File: src/pkg/lbx_pkg.sv
// constants, opcodes and state type of the ladder bit logic executor
package lbx_pkg;
  // program memory shape
  localparam int PROG_AW = 15;
  localparam int PROG_DW = 16;
  localparam logic [PROG_AW-1:0] START_ADDR = 15'h0000;
  // instruction word fields
  localparam int OP_MSB = 15;
  localparam int OP_LSB = 12;
  localparam int OPND_MSB = 11;
  localparam int OPND_LSB = 0;
  localparam int EXT_MSB = 1;
  localparam int EXT_LSB = 0;
  // bit area shape
  localparam int BIT_AW = 12;
  // save buffer: eight blocks loaded means seven saved conditions
  localparam int STACK_DEPTH = 7;
  localparam int SP_W = 3;
  localparam logic [SP_W-1:0] SP_FULL = 3'h7;
  localparam logic [SP_W-1:0] SP_EMPTY = 3'h0;
  localparam logic [SP_W-1:0] SP_ONE = 3'h1;
  // word counts
  localparam logic [PROG_AW:0] LEN_ONE = 16'h0001;
  // opcodes
  localparam logic [3:0] OP_NOP = 4'h0;
  localparam logic [3:0] OP_LOAD = 4'h1;
  localparam logic [3:0] OP_LOAD_INV = 4'h2;
  localparam logic [3:0] OP_AND = 4'h3;
  localparam logic [3:0] OP_AND_INV = 4'h4;
  localparam logic [3:0] OP_OR = 4'h5;
  localparam logic [3:0] OP_OR_INV = 4'h6;
  localparam logic [3:0] OP_BLOCK_AND = 4'h7;
  localparam logic [3:0] OP_BLOCK_OR = 4'h8;
  localparam logic [3:0] OP_OUT = 4'h9;
  localparam logic [3:0] OP_OUT_INV = 4'hA;
  localparam logic [3:0] OP_OTHER = 4'hE;
  localparam logic [3:0] OP_END = 4'hF;
  // controller states
  typedef enum logic [2:0] {
    S_FIND = 3'h0,
    S_FIND_CHK = 3'h1,
    S_FETCH = 3'h2,
    S_DECODE = 3'h3,
    S_BITRD = 3'h4,
    S_EXEC = 3'h5,
    S_HALT = 3'h6
  } lbx_state_t;
endpackage : lbx_pkg

File: src/rtl/lbx_ladder_bit_logic_executor.sv
// bit logic execution unit: fetch, decode and evaluate ladder instructions
//
// Behaviour
// - line-start load sets condition to operand bit; inverted load to its complement.
// - fetch starts at address 00000; one instruction spans one to four words.
// - series and parallel instructions combine condition with operand bit.
// - inverted series ANDs condition with complement of operand bit.
// - inverted parallel ORs condition with complement of operand bit.
// - direct output writes operand bit equal to the condition.
// - inverted output writes operand bit as complement of the condition.
// - each output instruction is one word, its only operand the target bit.
// - scan runs to first end, then restarts; later instructions never execute.
// - end takes no operand and no condition may share its line.
// - without any end instruction in the program, nothing is executed.
// - mid-line load pushes the condition, then restarts from its operand.
// - a saved condition arises only from a load that is not line-first.
// - block_and ANDs condition with newest saved entry and consumes it.
// - block_or is like block_and but ORs.
// - block instructions have no operands; they use saved conditions only.
// - save buffer holds seven entries, enough for eight loaded blocks.
`timescale 1ns/1ps
module lbx_ladder_bit_logic_executor (
  // clock and reset
  input wire logic sys_clk,
  input wire logic rst_b,
  // program memory, synchronous read with one cycle latency
  output logic [lbx_pkg::PROG_AW-1:0] prog_addr,
  output logic prog_rd_en,
  input wire logic [lbx_pkg::PROG_DW-1:0] prog_rdata,
  // io_relay_area bit access, synchronous read with one cycle latency
  output logic [lbx_pkg::BIT_AW-1:0] bit_addr,
  output logic bit_rd_en,
  input wire logic bit_rdata,
  output logic bit_wr_en,
  output logic bit_wdata,
  // status
  output logic exec_cond,
  output logic scan_done,
  output logic running,
  output logic no_end_halt,
  output logic fault_overflow,
  output logic fault_underflow,
  output logic fault_end_cond
);

  localparam int STACK_TOP = lbx_pkg::STACK_DEPTH - 1;

  lbx_pkg::lbx_state_t state_q;
  lbx_pkg::lbx_state_t state_d;
  logic [lbx_pkg::PROG_AW-1:0] addr_q;
  logic [3:0] op_q;
  logic cond_q;
  logic line_q;
  logic [lbx_pkg::SP_W-1:0] sp_q;
  logic [STACK_TOP:0] stk_q;
  logic [lbx_pkg::BIT_AW-1:0] bit_addr_q;
  logic bit_we_q;
  logic bit_wd_q;
  logic done_q;
  logic halt_q;
  logic ovf_q;
  logic unf_q;
  logic endc_q;

  // instruction word fields
  logic [3:0] op;
  logic [lbx_pkg::BIT_AW-1:0] opnd;
  logic [lbx_pkg::PROG_AW:0] len;
  logic [lbx_pkg::PROG_AW:0] next_sum;
  logic wrap;
  logic [lbx_pkg::PROG_AW-1:0] next_addr;
  logic [lbx_pkg::PROG_AW-1:0] next_one;

  assign op = prog_rdata[lbx_pkg::OP_MSB:lbx_pkg::OP_LSB];
  assign opnd = prog_rdata[lbx_pkg::OPND_MSB:lbx_pkg::OPND_LSB];

  // word count of the fetched instruction
  always_comb begin
    if (op == lbx_pkg::OP_OTHER) begin
      len = lbx_pkg::LEN_ONE + {14'h0000, prog_rdata[lbx_pkg::EXT_MSB:lbx_pkg::EXT_LSB]};
    end else begin
      len = lbx_pkg::LEN_ONE;
    end
  end

  assign next_sum = {1'b0, addr_q} + len;
  assign wrap = next_sum[lbx_pkg::PROG_AW];
  assign next_addr = next_sum[lbx_pkg::PROG_AW-1:0];
  assign next_one = addr_q + 15'h0001;

  // decode classes
  logic is_cond;
  logic is_load;
  logic is_block;
  logic is_out;
  logic exec_load;
  logic stack_top_val;
  logic bit_val;

  assign is_cond = (op >= lbx_pkg::OP_LOAD) && (op <= lbx_pkg::OP_OR_INV);
  assign is_block = (op == lbx_pkg::OP_BLOCK_AND) || (op == lbx_pkg::OP_BLOCK_OR);
  assign is_out = (op == lbx_pkg::OP_OUT) || (op == lbx_pkg::OP_OUT_INV);
  assign is_load = (op_q == lbx_pkg::OP_LOAD) || (op_q == lbx_pkg::OP_LOAD_INV);
  assign exec_load = (state_q == lbx_pkg::S_EXEC) && is_load;
  assign stack_top_val = (sp_q == lbx_pkg::SP_EMPTY) ? 1'b0 : stk_q[sp_q - lbx_pkg::SP_ONE];
  assign bit_val = bit_rdata;

  // next state
  always_comb begin
    state_d = state_q;
    case (state_q)
      lbx_pkg::S_FIND: begin
        state_d = lbx_pkg::S_FIND_CHK;
      end
      lbx_pkg::S_FIND_CHK: begin
        if (op == lbx_pkg::OP_END) begin
          state_d = lbx_pkg::S_FETCH;
        end else if (wrap) begin
          state_d = lbx_pkg::S_HALT;
        end else begin
          state_d = lbx_pkg::S_FIND;
        end
      end
      lbx_pkg::S_FETCH: begin
        state_d = lbx_pkg::S_DECODE;
      end
      lbx_pkg::S_DECODE: begin
        if (is_cond) begin
          state_d = lbx_pkg::S_BITRD;
        end else begin
          state_d = lbx_pkg::S_FETCH;
        end
      end
      lbx_pkg::S_BITRD: begin
        state_d = lbx_pkg::S_EXEC;
      end
      lbx_pkg::S_EXEC: begin
        state_d = lbx_pkg::S_FETCH;
      end
      lbx_pkg::S_HALT: begin
        state_d = lbx_pkg::S_HALT;
      end
      default: begin
        state_d = lbx_pkg::S_HALT;
      end
    endcase
  end

  // state register
  always_ff @(posedge sys_clk) begin
    if (!rst_b) begin
      state_q <= lbx_pkg::S_FIND;
    end else begin
      state_q <= state_d;
    end
  end

  // program address: search pass, then scan from the start
  always_ff @(posedge sys_clk) begin
    if (!rst_b) begin
      addr_q <= lbx_pkg::START_ADDR;
    end else if (state_q == lbx_pkg::S_FIND_CHK) begin
      if (op == lbx_pkg::OP_END) begin
        addr_q <= lbx_pkg::START_ADDR;
      end else if (!wrap) begin
        addr_q <= next_addr;
      end
    end else if (state_q == lbx_pkg::S_DECODE) begin
      if (op == lbx_pkg::OP_END) begin
        addr_q <= lbx_pkg::START_ADDR;
      end else if (!is_cond) begin
        addr_q <= next_addr;
      end
    end else if (state_q == lbx_pkg::S_EXEC) begin
      addr_q <= next_one;
    end
  end

  // latched opcode of the condition waiting for its bit
  always_ff @(posedge sys_clk) begin
    if (!rst_b) begin
      op_q <= lbx_pkg::OP_NOP;
    end else if ((state_q == lbx_pkg::S_DECODE) && is_cond) begin
      op_q <= op;
    end
  end

  // execution condition
  always_ff @(posedge sys_clk) begin
    if (!rst_b) begin
      cond_q <= 1'b0;
    end else if ((state_q == lbx_pkg::S_DECODE) && (op == lbx_pkg::OP_END)) begin
      cond_q <= 1'b0;
    end else if ((state_q == lbx_pkg::S_DECODE) && is_block) begin
      if (op == lbx_pkg::OP_BLOCK_AND) begin
        cond_q <= cond_q & stack_top_val;
      end else begin
        cond_q <= cond_q | stack_top_val;
      end
    end else if (state_q == lbx_pkg::S_EXEC) begin
      case (op_q)
        lbx_pkg::OP_LOAD: cond_q <= bit_val;
        lbx_pkg::OP_LOAD_INV: cond_q <= ~bit_val;
        lbx_pkg::OP_AND: cond_q <= cond_q & bit_val;
        lbx_pkg::OP_AND_INV: cond_q <= cond_q & ~bit_val;
        lbx_pkg::OP_OR: cond_q <= cond_q | bit_val;
        lbx_pkg::OP_OR_INV: cond_q <= cond_q | ~bit_val;
        default: cond_q <= cond_q;
      endcase
    end
  end

  // instruction line in progress: a load seen now is not line-first
  always_ff @(posedge sys_clk) begin
    if (!rst_b) begin
      line_q <= 1'b0;
    end else if (state_q == lbx_pkg::S_DECODE) begin
      if (is_out || (op == lbx_pkg::OP_END)) begin
        line_q <= 1'b0;
      end
    end else if (state_q == lbx_pkg::S_EXEC) begin
      line_q <= 1'b1;
    end
  end

  // save buffer pointer
  always_ff @(posedge sys_clk) begin
    if (!rst_b) begin
      sp_q <= lbx_pkg::SP_EMPTY;
    end else if ((state_q == lbx_pkg::S_DECODE) && (op == lbx_pkg::OP_END)) begin
      sp_q <= lbx_pkg::SP_EMPTY;
    end else if ((state_q == lbx_pkg::S_DECODE) && is_block) begin
      if (sp_q != lbx_pkg::SP_EMPTY) begin
        sp_q <= sp_q - lbx_pkg::SP_ONE;
      end
    end else if (exec_load && line_q && (sp_q != lbx_pkg::SP_FULL)) begin
      sp_q <= sp_q + lbx_pkg::SP_ONE;
    end
  end

  // save buffer entries, one per generate step
  genvar gi;
  generate
    for (gi = 0; gi < lbx_pkg::STACK_DEPTH; gi++) begin : g_stk
      always_ff @(posedge sys_clk) begin
        if (!rst_b) begin
          stk_q[gi] <= 1'b0;
        end else if ((state_q == lbx_pkg::S_DECODE) && (op == lbx_pkg::OP_END)) begin
          stk_q[gi] <= 1'b0;
        end else if (exec_load && line_q && (int'(sp_q) == gi)) begin
          stk_q[gi] <= cond_q;
        end
      end
    end
  endgenerate

  // bit area address and output writes
  always_ff @(posedge sys_clk) begin
    if (!rst_b) begin
      bit_addr_q <= 12'h000;
      bit_we_q <= 1'b0;
      bit_wd_q <= 1'b0;
    end else begin
      bit_we_q <= 1'b0;
      if ((state_q == lbx_pkg::S_DECODE) && (is_cond || is_out)) begin
        bit_addr_q <= opnd;
      end
      if ((state_q == lbx_pkg::S_DECODE) && (op == lbx_pkg::OP_OUT)) begin
        bit_we_q <= 1'b1;
        bit_wd_q <= cond_q;
      end else if ((state_q == lbx_pkg::S_DECODE) && (op == lbx_pkg::OP_OUT_INV)) begin
        bit_we_q <= 1'b1;
        bit_wd_q <= ~cond_q;
      end
    end
  end

  // end of scan pulse and halt level
  always_ff @(posedge sys_clk) begin
    if (!rst_b) begin
      done_q <= 1'b0;
      halt_q <= 1'b0;
    end else begin
      done_q <= (state_q == lbx_pkg::S_DECODE) && (op == lbx_pkg::OP_END);
      if ((state_q == lbx_pkg::S_FIND_CHK) && (op != lbx_pkg::OP_END) && wrap) begin
        halt_q <= 1'b1;
      end
    end
  end

  // sticky program faults, cleared only by reset
  always_ff @(posedge sys_clk) begin
    if (!rst_b) begin
      ovf_q <= 1'b0;
      unf_q <= 1'b0;
      endc_q <= 1'b0;
    end else begin
      if (exec_load && line_q && (sp_q == lbx_pkg::SP_FULL)) begin
        ovf_q <= 1'b1;
      end
      if ((state_q == lbx_pkg::S_DECODE) && is_block && (sp_q == lbx_pkg::SP_EMPTY)) begin
        unf_q <= 1'b1;
      end
      if ((state_q == lbx_pkg::S_DECODE) && (op == lbx_pkg::OP_END) && line_q) begin
        endc_q <= 1'b1;
      end
    end
  end

  // port drive
  assign prog_addr = addr_q;
  assign prog_rd_en = (state_q == lbx_pkg::S_FIND) || (state_q == lbx_pkg::S_FETCH);
  assign bit_addr = bit_addr_q;
  assign bit_rd_en = (state_q == lbx_pkg::S_BITRD);
  assign bit_wr_en = bit_we_q;
  assign bit_wdata = bit_wd_q;
  assign exec_cond = cond_q;
  assign scan_done = done_q;
  assign running = (state_q == lbx_pkg::S_FETCH) || (state_q == lbx_pkg::S_DECODE) ||
                   (state_q == lbx_pkg::S_BITRD) || (state_q == lbx_pkg::S_EXEC);
  assign no_end_halt = halt_q;
  assign fault_overflow = ovf_q;
  assign fault_underflow = unf_q;
  assign fault_end_cond = endc_q;

endmodule : lbx_ladder_bit_logic_executor

File: config.mk
export PLATFORM = sky130hd
export DESIGN_NAME = lbx_ladder_bit_logic_executor
export DESIGN_NICKNAME = d
export VERILOG_FILES = /design/src/pkg/lbx_pkg.sv /design/src/rtl/lbx_ladder_bit_logic_executor.sv
export SDC_FILE = /design/constraint.sdc
export NUM_CORES = 1
export LEC_CHECK = 0
export ABC_CLOCK_PERIOD_IN_PS = 9100
export BUFFER_PORTS_ARGS = -buffer_cell sky130_fd_sc_hd__buf_2
export CORE_MARGIN = 2
export CORE_UTILIZATION = 50
export DETAILED_ROUTE_END_ITERATION = 8
export HOLD_SLACK_MARGIN = 0.02
export PLACE_DENSITY = 0.79
export SLEW_MARGIN = 30
export SYNTH_ARGS = -nofsm -noshare
export SYNTH_HDL_FRONTEND = slang
export SYNTH_SLANG_ARGS = --single-unit
File: constraint.sdc
create_clock -name sys_clk -period 9.1 [get_ports sys_clk]
set_input_delay 1.82 -clock sys_clk [delete_from_list [all_inputs] [get_ports sys_clk]]
set_output_delay 1.82 -clock sys_clk [all_outputs]
set_load 0.05 [all_outputs]
==> impl_summary.md <==
Place
The final weighted congestion of routability-driven global placement is 0.905. The number of buffers inserted by port buffering is 56. The estimated wirelength of the detail-placed design is between 5000 and 6000 um.

Pwr
The final total power is about 0.47 mW. In this run the power spent charging and discharging nets is between 0.15 and 0.2 mW. Of the total power, registers draw 0.528. The static leakage power is around 1.5 nW. The worst voltage drop across the vdd grid is roughly 0.00009 V. The switching share of power is 0.321. The combinational power share is 0.170. Dividing total power by cell area gives a power density of 132 mW/mm^2. The share of total power dissipated in the clock network is 0.302. The total internal power is ~0.32 mW.

Layout
Measured on the finished design, the core utilization comes to 0.568. The number of antenna diodes is 0. Of the cells placed in the final design, the portion with a size suffix greater than 1 is 0.183. The area occupied by multi-input gates is around 0.002 sq mm. The layout overhead on the synthesized area is 11.7%. The final net count is between 400 and 500.

The total of fill cells in the finished design is 587. The sequential cells in the finished layout cover a total of ~0.0011 sq mm.

Synth
The number of flops mapped to enable cells by yosys is 0. The average instance area after synthesis is 8.13 sq um. After synthesis, the share of flip-flops with an asynchronous set or reset is 0. The share of the Yosys chip area taken by registers is 0.335.

The post-synthesis instance area is roughly 0.0032 sq mm. The dominant synthesized flop cell is dfxtp_1. Synthesis handed over a netlist of 390 instances.

In this run, synthesis produced a sequential element count of 53. The post-synth net total is approximately 420. During synthesis, Yosys emitted a total of 0 warnings.

The number of distinct standard cells referenced by the synthesized netlist is 63.

Global routing
The remaining global-route overflow is 0. The wire length of the first global-routing pass is ~13000 um. The aggregate global-route resource usage is 0.222. Entering global routing, the biggest net connects 34 pins. The number of global-route vias before repair is about 3000. The number of antenna violations at the first check in global routing came to 0.

Min path
The worst hold path class is flop to flop.

Detailed routing
The first routing iteration left roughly 210 violations. The number of vias per cell after detailed routing is just over 6. In the final routed layout, each cell accounts on average for between 10 and 15 um.

In the routed design, unresolved DRC markers number 0. The first detailed-routing pass took 5 iterations. The detailed-route wire length is roughly 7600 um. The detail route stage leaves a number of antenna-violating nets equal to 0. The detailed router placed around 3100 vias in this run.

Timing
The final critical-path required period is about 4.3 ns. The hold violation total from the final report is 0. Setup violations remaining at the end of the flow were counted as 0. The clock arrives with around 0.013 ns of skew. Setup repair after global routing left no endpoint under its margin. The worst relative slew slack is 0.382. For this run, the top clock speed supported by timing is 232 MHz.

The final count of pins violating max slew is 0. The slew of the pin with the lowest slew margin is slightly above 0.9 ns. Dividing the final minimum period by the clock period gives 0.473. The accumulated negative setup slack is 0 ns.

Final hold analysis gives a worst-case slack of roughly 0.47 ns.

Clock tree
The cts-stage hold buffer count is 0. The tree is rooted in a clkbuf_8. The maximum buffer depth of the clock tree is 2.

The clock insertion delay at the later pin of the skew report is 0.31 ns. The number of gates resized after CTS was 0. TritonCTS built the clock tree. The CTS clock-pin slew for the worst setup and hold paths is roughly 0.11 ns. In this run the number of H-tree levels came out at 2. Clock tree synthesis inserted a total of 5 buffers. The number of post-CTS setup repair buffers is 0. For this design, the sink count on the clock tree is 53.

Critical path
The worst setup path is launched from an input pin. On the critical path, the stage with the largest delay is an instance of or4_1. Walking the worst path, the cells encountered are buf_2, and4b_1, and2_1, ha_1, and3_1, a22o_4, and4_4, or2_1, or4_1, a21oi_1. The worst setup path is of the input pin to flop kind. Data arrives at the worst endpoint at 4.55 ns. The largest stage delay on the critical path is approximately 0.54 ns. At the worst endpoint, the required time is 9.34 ns. The critical-path maximum fanout is 16.

The type of destination of the critical path is a flop.

Floorplanning
The floorplan step defined a core boundary enclosing approximately 0.0062 sq mm. The initial standard-cell utilization of the core is 0.508. The floorplan has 29 rows.

The area of the die is around 0.0070 sq mm. The width of the die is approximately 84 um. Pin placement for this block handled 57 I/O pins. The floorplan step set the die height to approximately 84 um.

Flow run
Max-cap violations in this run came to 0.

Outcome
The run finished with clean final reports.
-- power groups by stage --
stage               clock network [mW]  registers (mW)  logic (mW)
floorplan                            0           0.266      0.0459
global placement                     0           0.252      0.0771
detailed placement                   0           0.252      0.0791
CTS                              0.148           0.247      0.0793
global route                     0.155           0.248      0.0861
finish                           0.142           0.247      0.0795
-- cell type report --
| cell class | count | area share |
|---|---|---|
| clock inverters | 3 | 0.00742 |
| repair buffers | 58 | 0.0834 |
| well taps | 77 | 0.0272 |
| flip-flops and latches | 53 | 0.300 |
| inverters | 11 | 0.0117 |
| clock buffers | 5 | 0.0194 |
| multi-input cells | 302 | 0.551 |
-- through the flow --
step	instances	area [sq um]	setup WS, ns
floorplan	390	3170	4.68
global placement	501	3450	4.57
detailed placement	501	3450	4.47
CTS	509	3540	4.81
global route	509	3540	4.69
finish	509	3540	4.80
-- per-layer routing --
metal  GRT usage  wire length, um  vias up
li1            -                -     1491
met5           0                0        -
met2       0.396             3780      109
met1       0.270             3250     1466
met4      0.0748              165        0
met3      0.0396              426       16
-- critical path: cells and delay by family --
kind            cells  cell delay [ns]
buf+inv             1             0.19
simple gates        6             1.83
fa+ha+maj           1             0.33
compound gates      2             0.39
-- flip-flops by register name, summed over array words and instances (netlist names), 3 cells and up --
signal / flops
bit_addr: 12
op_q: 4
prog_addr: 15
stk_q: 7
state_q: 3
sp_q: 3
-- cells by family after synthesis --
family | synth area share
AND/OR/NAND/NOR | 0.249
adder cells (fa/ha/maj) | 0.0536
buffers and inverters | 0.0497
flip-flops | 0.335
AO/OA/AOI/OAI | 0.199
XOR/XNOR | 0.0276
multiplexers | 0.0860
-- synth_stat cells, drive strengths merged, types with 2 or more instances --
cell type / count / area, sq um
nor2: 54 / 203
dfxtp: 53 / 1060
a21oi: 26 / 130
o21ai: 26 / 130
mux2i: 25 / 250
nand2: 25 / 93.8
nor3: 18 / 95.1
nand3: 17 / 85.1
clkbuf: 13 / 48.8
ha: 12 / 150
buf: 11 / 67.6
inv: 11 / 41.3
a31oi: 9 / 56.3
nand2b: 5 / 31.3
nor3b: 5 / 37.5
nor4: 5 / 52.6
xnor2: 5 / 43.8
xor2: 5 / 43.8
a211oi: 4 / 30.0
and3: 4 / 25.0
nand3b: 4 / 30.0
and2: 3 / 18.8
and4: 3 / 28.8
nor2b: 3 / 18.8
o221a: 3 / 33.8
or2: 3 / 18.8
a2bb2oi: 2 / 17.5
a311oi: 2 / 17.5
a41oi: 2 / 17.5
nand4: 2 / 12.5
o211ai: 2 / 15.0
o21bai: 2 / 15.0
o22ai: 2 / 12.5
o311ai: 2 / 17.5
o31a: 2 / 17.5
o31ai: 2 / 15.0
-- worst paths after layout --
path	depth (start not counted)	to	slack, ns	start
setup / recovery	10	prog_addr[4]$_SDFFE_PN0P_	4.80	prog_rdata[12]
hold / removal	2	stk_q[3]$_SDFFE_PP0P_	0.47	stk_q[3]$_SDFFE_PP0P_
setup reg to reg	6	prog_addr[5]$_SDFFE_PN0P_	6.25	state_q[0]$_SDFF_PN0_
hold reg to reg	2	stk_q[3]$_SDFFE_PP0P_	0.47	stk_q[3]$_SDFFE_PP0P_
-- layout by cell type (no fill, tap or decap), types with 9 or more instances in the layout --
cell      n
inv_1    10
buf_2    56
o21ai_0  24
dfxtp_1  53
ha_1     12
nand2_1  25
nand3_1  17
nor2_1   54
mux2i_1  25
a21oi_1  26
nor3_1   17
a31oi_1   9
Power figures use the tool's default switching activity.
